--- src/inc/char_lcd_pkg.sv ---
package char_lcd_pkg;
	localparam int CLK_HZ = 25000000;
	localparam int LONG_EXEC_NS = 1520000;
	localparam int SHORT_EXEC_NS = 38000;
	localparam int LONG_EXEC_CYC = (CLK_HZ / 1000) * (LONG_EXEC_NS / 1000) / 1000;
	localparam int SHORT_EXEC_CYC = (CLK_HZ / 1000) * (SHORT_EXEC_NS / 1000) / 1000;
	localparam int BUSY_W = 16;
	localparam int DISP_DEPTH = 128;
	localparam int GLYPH_DEPTH = 64;
	localparam logic [7:0] SPACE_CODE = 8'h20;
	localparam logic [6:0] HOME_ADDR = 7'h00;
	localparam logic [6:0] LINE2_BASE = 7'h40;
	localparam logic [6:0] LINE_LEN = 7'h10;
	localparam logic [7:0] POWERON_FUNC = 8'h30;
	localparam logic [7:0] POWERON_DISP = 8'h08;
	localparam logic [7:0] POWERON_ENTRY = 8'h06;
	typedef enum logic [2:0] {
		OP_NONE = 3'b000,
		OP_CLEAR = 3'b001,
		OP_HOME = 3'b010,
		OP_ENTRY = 3'b011,
		OP_DISP = 3'b100,
		OP_SHIFT = 3'b101,
		OP_FUNC = 3'b110,
		OP_ADDR = 3'b111
	} op_t;
	typedef enum logic [2:0] {
		ST_IDLE = 3'b000,
		ST_CLEAR = 3'b001,
		ST_WAIT = 3'b010,
		ST_INIT_FUNC = 3'b011,
		ST_INIT_DISP = 3'b100,
		ST_INIT_ENTRY = 3'b101
	} state_t;
endpackage

--- src/char_lcd_instruction_decoder.sv ---
`timescale 1ns/1ns
module char_lcd_instruction_decoder
	import char_lcd_pkg::*;
#(
	parameter int LONG_CYC = LONG_EXEC_CYC,
	parameter int SHORT_CYC = SHORT_EXEC_CYC
) (
	input wire logic clk_sys,
	input wire logic rst,
	input wire logic register_select,
	input wire logic read_not_write,
	input wire logic enable,
	input wire logic [7:0] data_in,
	output logic [7:0] data_out,
	output logic data_oe,
	output logic busy_flag,
	output logic [6:0] address_counter,
	output logic display_on,
	output logic cursor_on,
	output logic blink_on,
	output logic bus_width_select,
	output logic two_lines,
	output logic big_font,
	output logic [6:0] display_offset,
	input wire logic [6:0] view_addr,
	output logic [7:0] view_data
);
	logic [10:0] pins_s;
	logic sel_s;
	logic rnw_s;
	logic en_s;
	logic en_d_r;
	logic [7:0] din_s;
	logic [7:0] display_ram [DISP_DEPTH];
	logic [7:0] glyph_ram [GLYPH_DEPTH];
	logic glyph_sel_r;
	logic step_inc_r;
	logic shift_on_access_r;
	logic [BUSY_W-1:0] busy_cnt_r;
	state_t state_r;
	logic [6:0] clear_idx_r;
	logic nibble_low_r;
	logic [3:0] hi_nib_r;
	logic en_fall;
	logic en_rise;
	logic [7:0] wr_byte;
	logic wr_done;
	logic rd_done;
	logic [7:0] instr;
	logic instr_go;
	logic [7:0] rd_byte;

	pin_sync #(
		.WIDTH(11)
	) u_sync (
		.clk_sys(clk_sys),
		.rst(rst),
		.async_in({register_select, read_not_write, enable, data_in}),
		.sync_out(pins_s)
	);
	assign sel_s = pins_s[10];
	assign rnw_s = pins_s[9];
	assign en_s = pins_s[8];
	assign din_s = pins_s[7:0];

	function automatic op_t decode(input logic [7:0] b);
		if (b[7]) begin
			decode = OP_ADDR;
		end else if (b[6]) begin
			decode = OP_ADDR;
		end else if (b[5]) begin
			decode = OP_FUNC;
		end else if (b[4]) begin
			decode = OP_SHIFT;
		end else if (b[3]) begin
			decode = OP_DISP;
		end else if (b[2]) begin
			decode = OP_ENTRY;
		end else if (b[1]) begin
			decode = OP_HOME;
		end else if (b[0]) begin
			decode = OP_CLEAR;
		end else begin
			decode = OP_NONE;
		end
	endfunction

	function automatic logic [6:0] step(input logic [6:0] a, input logic inc);
		if (inc) begin
			step = 7'(a + 7'h01);
		end else begin
			step = 7'(a - 7'h01);
		end
	endfunction

	// Glyph addresses wrap inside their own smaller space instead of spilling into display addresses.
	function automatic logic [6:0] next_addr(input logic [6:0] a, input logic inc, input logic glyph);
		if (glyph) begin
			next_addr = step(a, inc) & 7'(GLYPH_DEPTH - 1);
		end else begin
			next_addr = step(a, inc);
		end
	endfunction

	always_ff @(posedge clk_sys) begin
		if (rst) begin
			en_d_r <= 1'b0;
		end else begin
			en_d_r <= en_s;
		end
	end
	assign en_fall = en_d_r & ~en_s;
	assign en_rise = ~en_d_r & en_s;

	// Nibble pairing: the first transfer is the high half, the second the low.
	always_ff @(posedge clk_sys) begin
		if (rst) begin
			nibble_low_r <= 1'b0;
			hi_nib_r <= 4'h0;
		end else if (en_fall && !bus_width_select) begin
			nibble_low_r <= ~nibble_low_r;
			if (!nibble_low_r) begin
				hi_nib_r <= din_s[7:4];
			end
		end else if (bus_width_select) begin
			nibble_low_r <= 1'b0;
		end
	end

	// Writes are taken on the falling edge of enable.
	assign wr_done = en_fall && !rnw_s && (bus_width_select || nibble_low_r);
	assign wr_byte = bus_width_select ? din_s : {hi_nib_r, din_s[7:4]};
	assign rd_done = en_fall && rnw_s && (bus_width_select || nibble_low_r);
	// Writes arriving while busy are ignored; the host must wait.
	assign instr_go = wr_done && !sel_s && state_r == ST_IDLE;
	assign instr = wr_byte;

	// Read path: status or RAM, output latched at enable rise.
	always_comb begin
		if (!sel_s) begin
			rd_byte = {busy_flag, address_counter};
		end else if (glyph_sel_r) begin
			rd_byte = glyph_ram[address_counter[5:0]];
		end else begin
			rd_byte = display_ram[address_counter];
		end
	end

	always_ff @(posedge clk_sys) begin
		if (rst) begin
			data_out <= 8'h00;
			data_oe <= 1'b0;
		end else begin
			if (en_rise && rnw_s) begin
				// The whole byte is latched once, so both halves of a split read belong together.
				if (bus_width_select || !nibble_low_r) begin
					data_out <= rd_byte;
				end else begin
					data_out <= {data_out[3:0], 4'h0};
				end
			end
			data_oe <= en_s && rnw_s;
		end
	end

	assign busy_flag = state_r != ST_IDLE;

	// Main sequencer: power-on sequence, clearing sweep and execution timer.
	always_ff @(posedge clk_sys) begin
		if (rst) begin
			state_r <= ST_INIT_FUNC;
			busy_cnt_r <= '0;
			clear_idx_r <= HOME_ADDR;
		end else begin
			case (state_r)
				ST_IDLE: begin
					if (instr_go && decode(instr) == OP_CLEAR) begin
						state_r <= ST_CLEAR;
						clear_idx_r <= HOME_ADDR;
						busy_cnt_r <= BUSY_W'(LONG_CYC);
					end else if (instr_go && decode(instr) == OP_HOME) begin
						state_r <= ST_WAIT;
						busy_cnt_r <= BUSY_W'(LONG_CYC);
					end else if (instr_go || (wr_done && sel_s) || (rd_done && sel_s)) begin
						state_r <= ST_WAIT;
						busy_cnt_r <= BUSY_W'(SHORT_CYC);
					end
				end
				ST_CLEAR: begin
					// A long count shorter than the sweep must not wrap the timer.
					if (busy_cnt_r != '0) begin
						busy_cnt_r <= busy_cnt_r - 1'b1;
					end
					clear_idx_r <= 7'(clear_idx_r + 7'h01);
					if (clear_idx_r == 7'(DISP_DEPTH - 1)) begin
						state_r <= ST_WAIT;
					end
				end
				ST_WAIT: begin
					busy_cnt_r <= busy_cnt_r - 1'b1;
					if (busy_cnt_r <= BUSY_W'(1)) begin
						state_r <= ST_IDLE;
					end
				end
				ST_INIT_FUNC: begin
					state_r <= ST_INIT_DISP;
				end
				ST_INIT_DISP: begin
					state_r <= ST_INIT_ENTRY;
				end
				ST_INIT_ENTRY: begin
					state_r <= ST_CLEAR;
					clear_idx_r <= HOME_ADDR;
					busy_cnt_r <= BUSY_W'(LONG_CYC);
				end
				default: state_r <= ST_IDLE;
			endcase
		end
	end

	// Configuration registers.
	always_ff @(posedge clk_sys) begin
		if (rst) begin
			display_on <= 1'b0;
			cursor_on <= 1'b0;
			blink_on <= 1'b0;
			bus_width_select <= 1'b1;
			two_lines <= 1'b0;
			big_font <= 1'b0;
			step_inc_r <= 1'b1;
			shift_on_access_r <= 1'b0;
		end else if (state_r == ST_INIT_FUNC) begin
			{bus_width_select, two_lines, big_font} <= POWERON_FUNC[4:2];
		end else if (state_r == ST_INIT_DISP) begin
			{display_on, cursor_on, blink_on} <= POWERON_DISP[2:0];
		end else if (state_r == ST_INIT_ENTRY) begin
			{step_inc_r, shift_on_access_r} <= POWERON_ENTRY[1:0];
		end else if (instr_go) begin
			case (decode(instr))
				OP_ENTRY: begin
					{step_inc_r, shift_on_access_r} <= instr[1:0];
				end
				OP_DISP: begin
					{display_on, cursor_on, blink_on} <= instr[2:0];
				end
				OP_FUNC: begin
					{bus_width_select, two_lines, big_font} <= instr[4:2];
				end
				default: ;
			endcase
		end
	end

	// Address counter, RAM select and display shift.
	always_ff @(posedge clk_sys) begin
		if (rst) begin
			address_counter <= HOME_ADDR;
			glyph_sel_r <= 1'b0;
			display_offset <= HOME_ADDR;
		end else if (state_r == ST_CLEAR && clear_idx_r == HOME_ADDR) begin
			address_counter <= HOME_ADDR;
			glyph_sel_r <= 1'b0;
			display_offset <= HOME_ADDR;
		end else if (instr_go) begin
			case (decode(instr))
				OP_HOME: begin
					address_counter <= HOME_ADDR;
					glyph_sel_r <= 1'b0;
					display_offset <= HOME_ADDR;
				end
				OP_SHIFT: begin
					if (instr[3]) begin
						display_offset <= step(display_offset, ~instr[2]);
					end else begin
						address_counter <= next_addr(address_counter, instr[2], glyph_sel_r);
					end
				end
				OP_ADDR: begin
					glyph_sel_r <= ~instr[7];
					if (instr[7]) begin
						address_counter <= instr[6:0];
					end else begin
						address_counter <= {1'b0, instr[5:0]};
					end
				end
				default: ;
			endcase
		end else if ((wr_done || rd_done) && sel_s && state_r == ST_IDLE) begin
			address_counter <= next_addr(address_counter, step_inc_r, glyph_sel_r);
			// Reads leave the view alone, so polling the RAM never scrolls the display.
			if (shift_on_access_r && wr_done) begin
				display_offset <= step(display_offset, ~step_inc_r);
			end
		end
	end

	// RAM storage; clearing sweeps one location per clock.
	always_ff @(posedge clk_sys) begin
		if (state_r == ST_CLEAR) begin
			display_ram[clear_idx_r] <= SPACE_CODE;
		end else if (wr_done && sel_s && state_r == ST_IDLE) begin
			if (glyph_sel_r) begin
				glyph_ram[address_counter[5:0]] <= wr_byte;
			end else begin
				display_ram[address_counter] <= wr_byte;
			end
		end
	end

	// The view port is a separate read port, so screen refresh never waits on the host.
	always_ff @(posedge clk_sys) begin
		if (rst) begin
			view_data <= 8'h00;
		end else begin
			view_data <= display_ram[view_addr];
		end
	end
endmodule

--- src/pin_sync.sv ---
`timescale 1ns/1ns
module pin_sync #(
	parameter int WIDTH = 1
) (
	input wire logic clk_sys,
	input wire logic rst,
	input wire logic [WIDTH-1:0] async_in,
	output logic [WIDTH-1:0] sync_out
);
	logic [WIDTH-1:0] meta_r;

	// The first stage is read only by the second stage.
	always_ff @(posedge clk_sys) begin
		if (rst) begin
			meta_r <= '0;
			sync_out <= '0;
		end else begin
			meta_r <= async_in;
			sync_out <= meta_r;
		end
	end
endmodule

--- config.mk ---
export PLATFORM = sky130hd
export DESIGN_NAME = char_lcd_instruction_decoder
export DESIGN_NICKNAME = d
export VERILOG_FILES = /design/src/inc/char_lcd_pkg.sv /design/src/char_lcd_instruction_decoder.sv /design/src/pin_sync.sv
export SDC_FILE = /design/constraint.sdc
export NUM_CORES = 2
export LEC_CHECK = 0
export ABC_AREA = 1
export BUFFER_PORTS_ARGS = -buffer_cell sky130_fd_sc_hd__buf_4
export CORE_ASPECT_RATIO = 0.5
export CORE_MARGIN = 2
export CORE_UTILIZATION = 25
export CTS_CLUSTER_DIAMETER = 120
export DETAILED_ROUTE_END_ITERATION = 8
export PLACE_DENSITY = 0.4
export SLEW_MARGIN = 0
export SYNTH_ARGS = -nofsm -noshare
export SYNTH_HDL_FRONTEND = slang
export SYNTH_SLANG_ARGS = --single-unit
--- constraint.sdc ---
create_clock -name clk_sys -period 18.9 [get_ports clk_sys]
set_clock_uncertainty 0.2 [all_clocks]
set_input_delay 3.78 -clock clk_sys [delete_from_list [all_inputs] [get_ports clk_sys]]
set_output_delay 3.78 -clock clk_sys [all_outputs]
set_load 0.05 [all_outputs]
[Yosys cells after proc, flatten, opt, wreduce, memory -nomap -nowiden]
Memory sizes are Yosys's and may differ from the RTL's. A register that Yosys moved wholly into a read port is not among the register bits.
Cells that the tools add are included.
W data, S select, Z words.
Storage, ports and cells
  register bits after elaboration: 86
  RAM bits: 1536
  bits of input ports: 20
  output and inout port bits: 38
  logic and storage cells: 208
  memories kept: 2
Cells by class
  $add $sub $neg: 6
  order comparisons: 1
  equality and inequality tests: 24
  muxes and demuxes: 91
  bitwise gates (word level): 9
  reductions and logical operators: 54
Memory list
  display_ram: depth 128, width 8, rd ports 2, clocked after Yosys merged registers in 2, wr ports 1, line char_lcd_instruction_decoder.sv:34  | logic [7:0] display_ram [DISP_DEPTH];
  glyph_ram: depth 64, width 8, rd ports 1, clocked after Yosys merged registers in 1, wr ports 1, line char_lcd_instruction_decoder.sv:35  | logic [7:0] glyph_ram [GLYPH_DEPTH];
Operators by type and width (number)
  $mux W7: 18
  $mux W3: 24
  $mux W16: 4
  $pmux W16 S4: 1
  $pmux W7 S3: 2
  $mux W8: 5
  $mux W1: 32
  $add A7 B1 Y7 const B: 3
  $eq A3 B3 Y1 const B: 6
  $logic_and A1 B1 Y1: 18
  $pmux W3 S6: 1
  $le A16 B1 Y1 const B: 1
  $reduce_and A4 Y1: 4
  $reduce_bool A16 Y1: 1
  $reduce_bool A2 Y1: 8
  $sub A16 B1 Y16 const B: 1
  $eq A3 B2 Y1 const B: 5
  $pmux W7 S2: 1
  $sub A7 B1 Y7 const B: 2
  $mux W6: 2
  $ne A2 B2 Y1 const B: 5
  $reduce_and A3 Y1: 3
  $reduce_or A8 Y1: 1
  $eq A7 B7 Y1 const B: 1
  other kinds (16): 36

[Logic depth before layout (Yosys ltp)]
  word-level depth: 21
  gate-level depth with buffers: 19
  mapped depth without buffers: 18

[By module]
A second synthesis with hierarchy kept.
Unflattened totals
  cells, all modules: 8030
  area total of the unflattened synthesis: 76593.5 µm²
By module, submodules not included
  char_lcd_instruction_decoder: times used 1, cells an instance 7962, area each 75965.4 µm², seq. area each 47705.8 µm²
  pin_sync: times used 1, cells an instance 68, area each 628.1 µm², seq. area each 440.4 µm²

[Worst setup path before layout]
Ideal clock, no wire load.
  path type: flip-flop to flip-flop
  start: register bus_width_select
  end: memory display_ram[0][1] (data pin)
  setup time: 0.798 ns
  arrival time: 5.738 ns
  required time: 17.902 ns
  path slack: 12.165 ns
  cell stages (with the launch flop): 4
  buffers on the path: 0
  clock period less this slack: 6.735 ns
  path through: dfxtp_1 o21ai_1 inv_1 nor2_1
On the way
  elaborated cells on any way between the ends: 10
  classes of those cells: mux (5); reduce/logical (5)
RTL lines
  from (decl): line char_lcd_instruction_decoder.sv:21  | output logic bus_width_select,
  from (signal assigned): line char_lcd_instruction_decoder.sv:233  | {bus_width_select, two_lines, big_font} <= POWERON_FUNC[4:2];
  from (signal assigned): line char_lcd_instruction_decoder.sv:247  | {bus_width_select, two_lines, big_font} <= instr[4:2];
  $mux W8: line char_lcd_instruction_decoder.sv:132  | assign wr_byte = bus_width_select ? din_s : {hi_nib_r, din_s[7:4]};
  named net instr[1]: line char_lcd_instruction_decoder.sv:49  | logic [7:0] instr;
  $mux W8 (no line)
  to (decl): line char_lcd_instruction_decoder.sv:34
The timed path passes the listed nets, and every way through them passes these cells.

==> results.yml <==
status:
  outcome: "completed"
placed_design:
  dpl.hpwl_um: 167100
  io_buffer_count: 57
  dp_slack_ns: 10.71
  place_area_um2: 81080
  place.gp.congestion: 0.8392
cts:
  cts_tree: "yes"
  cts_made_buffers: 178
  ctsRootBufferMaster: "clkbuf_16"
  post_cts_buffers: 0
  clockBufferDepth: 4
  cts.clk_slew.worst_paths_ns: 0.07
  cts_max_level: 4
  clock_sink_count: 1637
  cts_resized: 0
  hold_buffers: 0
  clk_latency_ns: 0.85
floorplanning:
  rows: 143
  start_util_pct: 25.16
  core_area_um2: 304000
  die_h_um: 395.1
  die_width_um: 786.2
  dieArea_um2: 310700
  io_pins: 58
sta:
  hold_violations: 0
  setup_viol: 0
  finalMaxSlewViolations: 0
  fmax_mhz: 135.6
  worstMarginPinSlew_ns: 1.464
  holdWs_ns: 0.1998
  fin_crit_sh_pct: 39.01
  period_minus_slack_ns: 7.373
  relSlewSlack_pct: 2.016
  tns_ns: 0
  setup_slack_ns: 11.53
  rsz0062_at_grt: "no"
synth:
  synth.most_common_cell: "nand2_1"
  synth-seq-area-share_pct: 62.95
  synth_top_area_share_pct: 60.30
  synth_flop_cell: "edfxtp_1"
  yosys_warnings: 0
  synth_cells: 8039
  syn_area_um2: 76490
  async_flop_share_pct: 0
  yosys.area.top_type: "edfxtp_1"
  synth_edf_count: 1536
  synth_top_cells_by_count: "1995 x nand2_1, 1536 x edfxtp_1, 1272 x nand3_1, 1000 x nor2_1, 759 x o21ai_0"
  syn_area_per_cell_um2: 9.514
  synth_seq_cells: 1637
  synth_fp_nets: 8067
  ys_types: 43
  synthTopCellsByArea: "edfxtp_1 60%, nand2_1 9.8%, nand3_1 8.3%, o21ai_0 5.0%, nor2_1 4.9%"
global_route:
  grt.overflow.total: 0
  grt_usage_pct: 18.53
  grt_max_degree: 190
  first_global_vias: 58059
  antenna_found_initial: 7
  grt_first_pass_wirelength_um: 428000
critical_path:
  crit_fanout: 189
  critPathBufInv: 4
  crit_path_top_delay_cell: "buf_12"
  crit_path_frequent_cell: "nand2_1"
  arrival_ns: 7.94
  required_ns: 19.47
  cp-start-kind: "input pin"
  crit_path_end_kind: "flop"
  critical_path_class: "in2reg"
  slowest_delay_ns: 0.68
  cpLargestDelayFamily: "buffers and inverters"
  crit_chain: "buf_8 -> inv_8 -> buf_12 -> buf_12 -> o21ai_0 -> o22ai_1 -> nand2_1 -> nand2_1 -> nand2_1 -> o211ai_1 -> nand3_1 -> nand3_1 -> nand2_1 -> a31oi_1"
hold_path:
  holdCritPathClass: "reg2reg"
drt:
  drcViolationCount: 0
  drtIter0Drc: 6354
  wl_per_cell_um: 24.88
  drtPass1Iterations: 8
  drt-total-wl_um: 298500
  avgViaCountPerCell: 5.074
  drtAntennaViolNets: 0
  vias: 60880
cells_and_area:
  area_growth_syn_to_layout_pct: 13.17
  design_area_um2: 86560
  final_nets: 7835
  drive_above_1_share_pct: 6.185
power_and_ir_drop:
  p_leak_nw: 29.28
  peakVddDrop_v: 0.00006272
  comb_power_share_pct: 6.1
  p_sw_share_pct: 24.07
  p_sw_mw: 1.904
  cellPowerDensity_nw_per_um2: 91.40
  clockPowerShare_pct: 43.9
  intPower_mw: 6.007
  seq_power_share_pct: 50.1
run:
  drv_cap: 0
## worst paths after layout
kind                                  startpoint                 end  slack, ns  depth (start not counted)
worst max-delay path                view_addr[0]        view_data[3]      11.53                         14
worst min-delay path            u_sync.meta_r[3]  u_sync.sync_out[3]       0.20                          2
worst max register to register  bus_width_select  display_ram[49][7]      12.83                         12
worst min register to register  u_sync.meta_r[3]  u_sync.sync_out[3]       0.20                          2
## power groups by stage
stage          clock network [mW]  logic (mW)  registers [mW]
2_1_floorplan                   0       0.286            4.04
3_3_place_gp                    0       0.476            4.04
3_5_place_dp                    0       0.475            4.04
4_1_cts                      3.54       0.477            3.96
5_1_grt                      3.67       0.521            3.96
6_report                     3.47       0.480            3.96
## sequential cells by signal, indices dropped and copies added, names as in the netlist, 3 cells and up, named ones only
signal and cells:
busy_cnt_r 16, view_data 8, display_ram 1024, data_out 8, state_r 3, u_sync.meta_r 11, glyph_ram 512, display_offset 7
clear_idx_r 7, u_sync.sync_out 11, hi_nib_r 4, address_counter 7
## final cells by class
| cell class | count | area [um^2] |
|---|---|---|
| Antenna cell | 1 | 2.502 |
| Multi-Input combinational cell | 5649 | 25670 |
| Clock buffer | 232 | 4771 |
| Tap cell | 4060 | 5080 |
| Clock inverter | 79 | 698.2 |
| Fill cell | 31720 | 217400 |
| Inverter | 161 | 649.4 |
| Timing Repair Buffer | 180 | 1520 |
| Sequential cell | 1637 | 48160 |
## tightest hold or removal path, stage by stage, from the launching register on
cell and delay, ns:
dfxtp_1 0.29, inv_1 0.04, nor2_1 0.03
## through the flow
stage / utilization [%] / cells / total power, mW
floorplan: - / 8039 / 4.324
global placement: 26.67 / 11687 / 4.515
finish: 28.47 / 11999 / 7.911
CTS: 28.47 / 11998 / 7.981
detailed placement: 26.67 / 11687 / 4.514
global route: 28.47 / 11999 / 8.151
## layout by cell type, fill, tap and decap left out, drive strengths merged, types with 4 or more instances in the layout
| master | n |
|---|---|
| bufinv | 13 |
| clkinv | 62 |
| a211oi | 4 |
| or2 | 8 |
| xor2 | 19 |
| inv | 162 |
| o22ai | 310 |
| o211ai | 45 |
| ha | 8 |
| nor4 | 11 |
| nand2 | 2000 |
| nand3 | 1272 |
| o21ai | 793 |
| dfxtp | 101 |
| a21oi | 65 |
| nand4 | 17 |
| buf | 180 |
| clkbuf | 232 |
| nor3 | 33 |
| o221ai | 28 |
| xnor2 | 5 |
| nor2 | 1007 |
| edfxtp | 1536 |
| a31oi | 13 |
## cells by family (layout without fill, tap and decap cells)
logic type	Yosys count	after routing	share of synthesized area, %
compound gates	1267	1267	9.187
xor+xnor	24	24	0.2748
fa+ha+maj	8	8	0.1309
buf+inv	753	652	3.774
flops	1637	1637	62.95
other cells	0	1	0
simple gates	4350	4350	23.69
## layer usage
layer / up-vias / wire [um] / track usage, %
met5: - / 8 / 0
li1: 27805 / - / -
met3: 466 / 19960 / 2.939
met4: 2 / 8858 / 5.262
met2: 2316 / 137500 / 29.99
met1: 30291 / 132200 / 25.65
(Power assumes the default switching activity.)
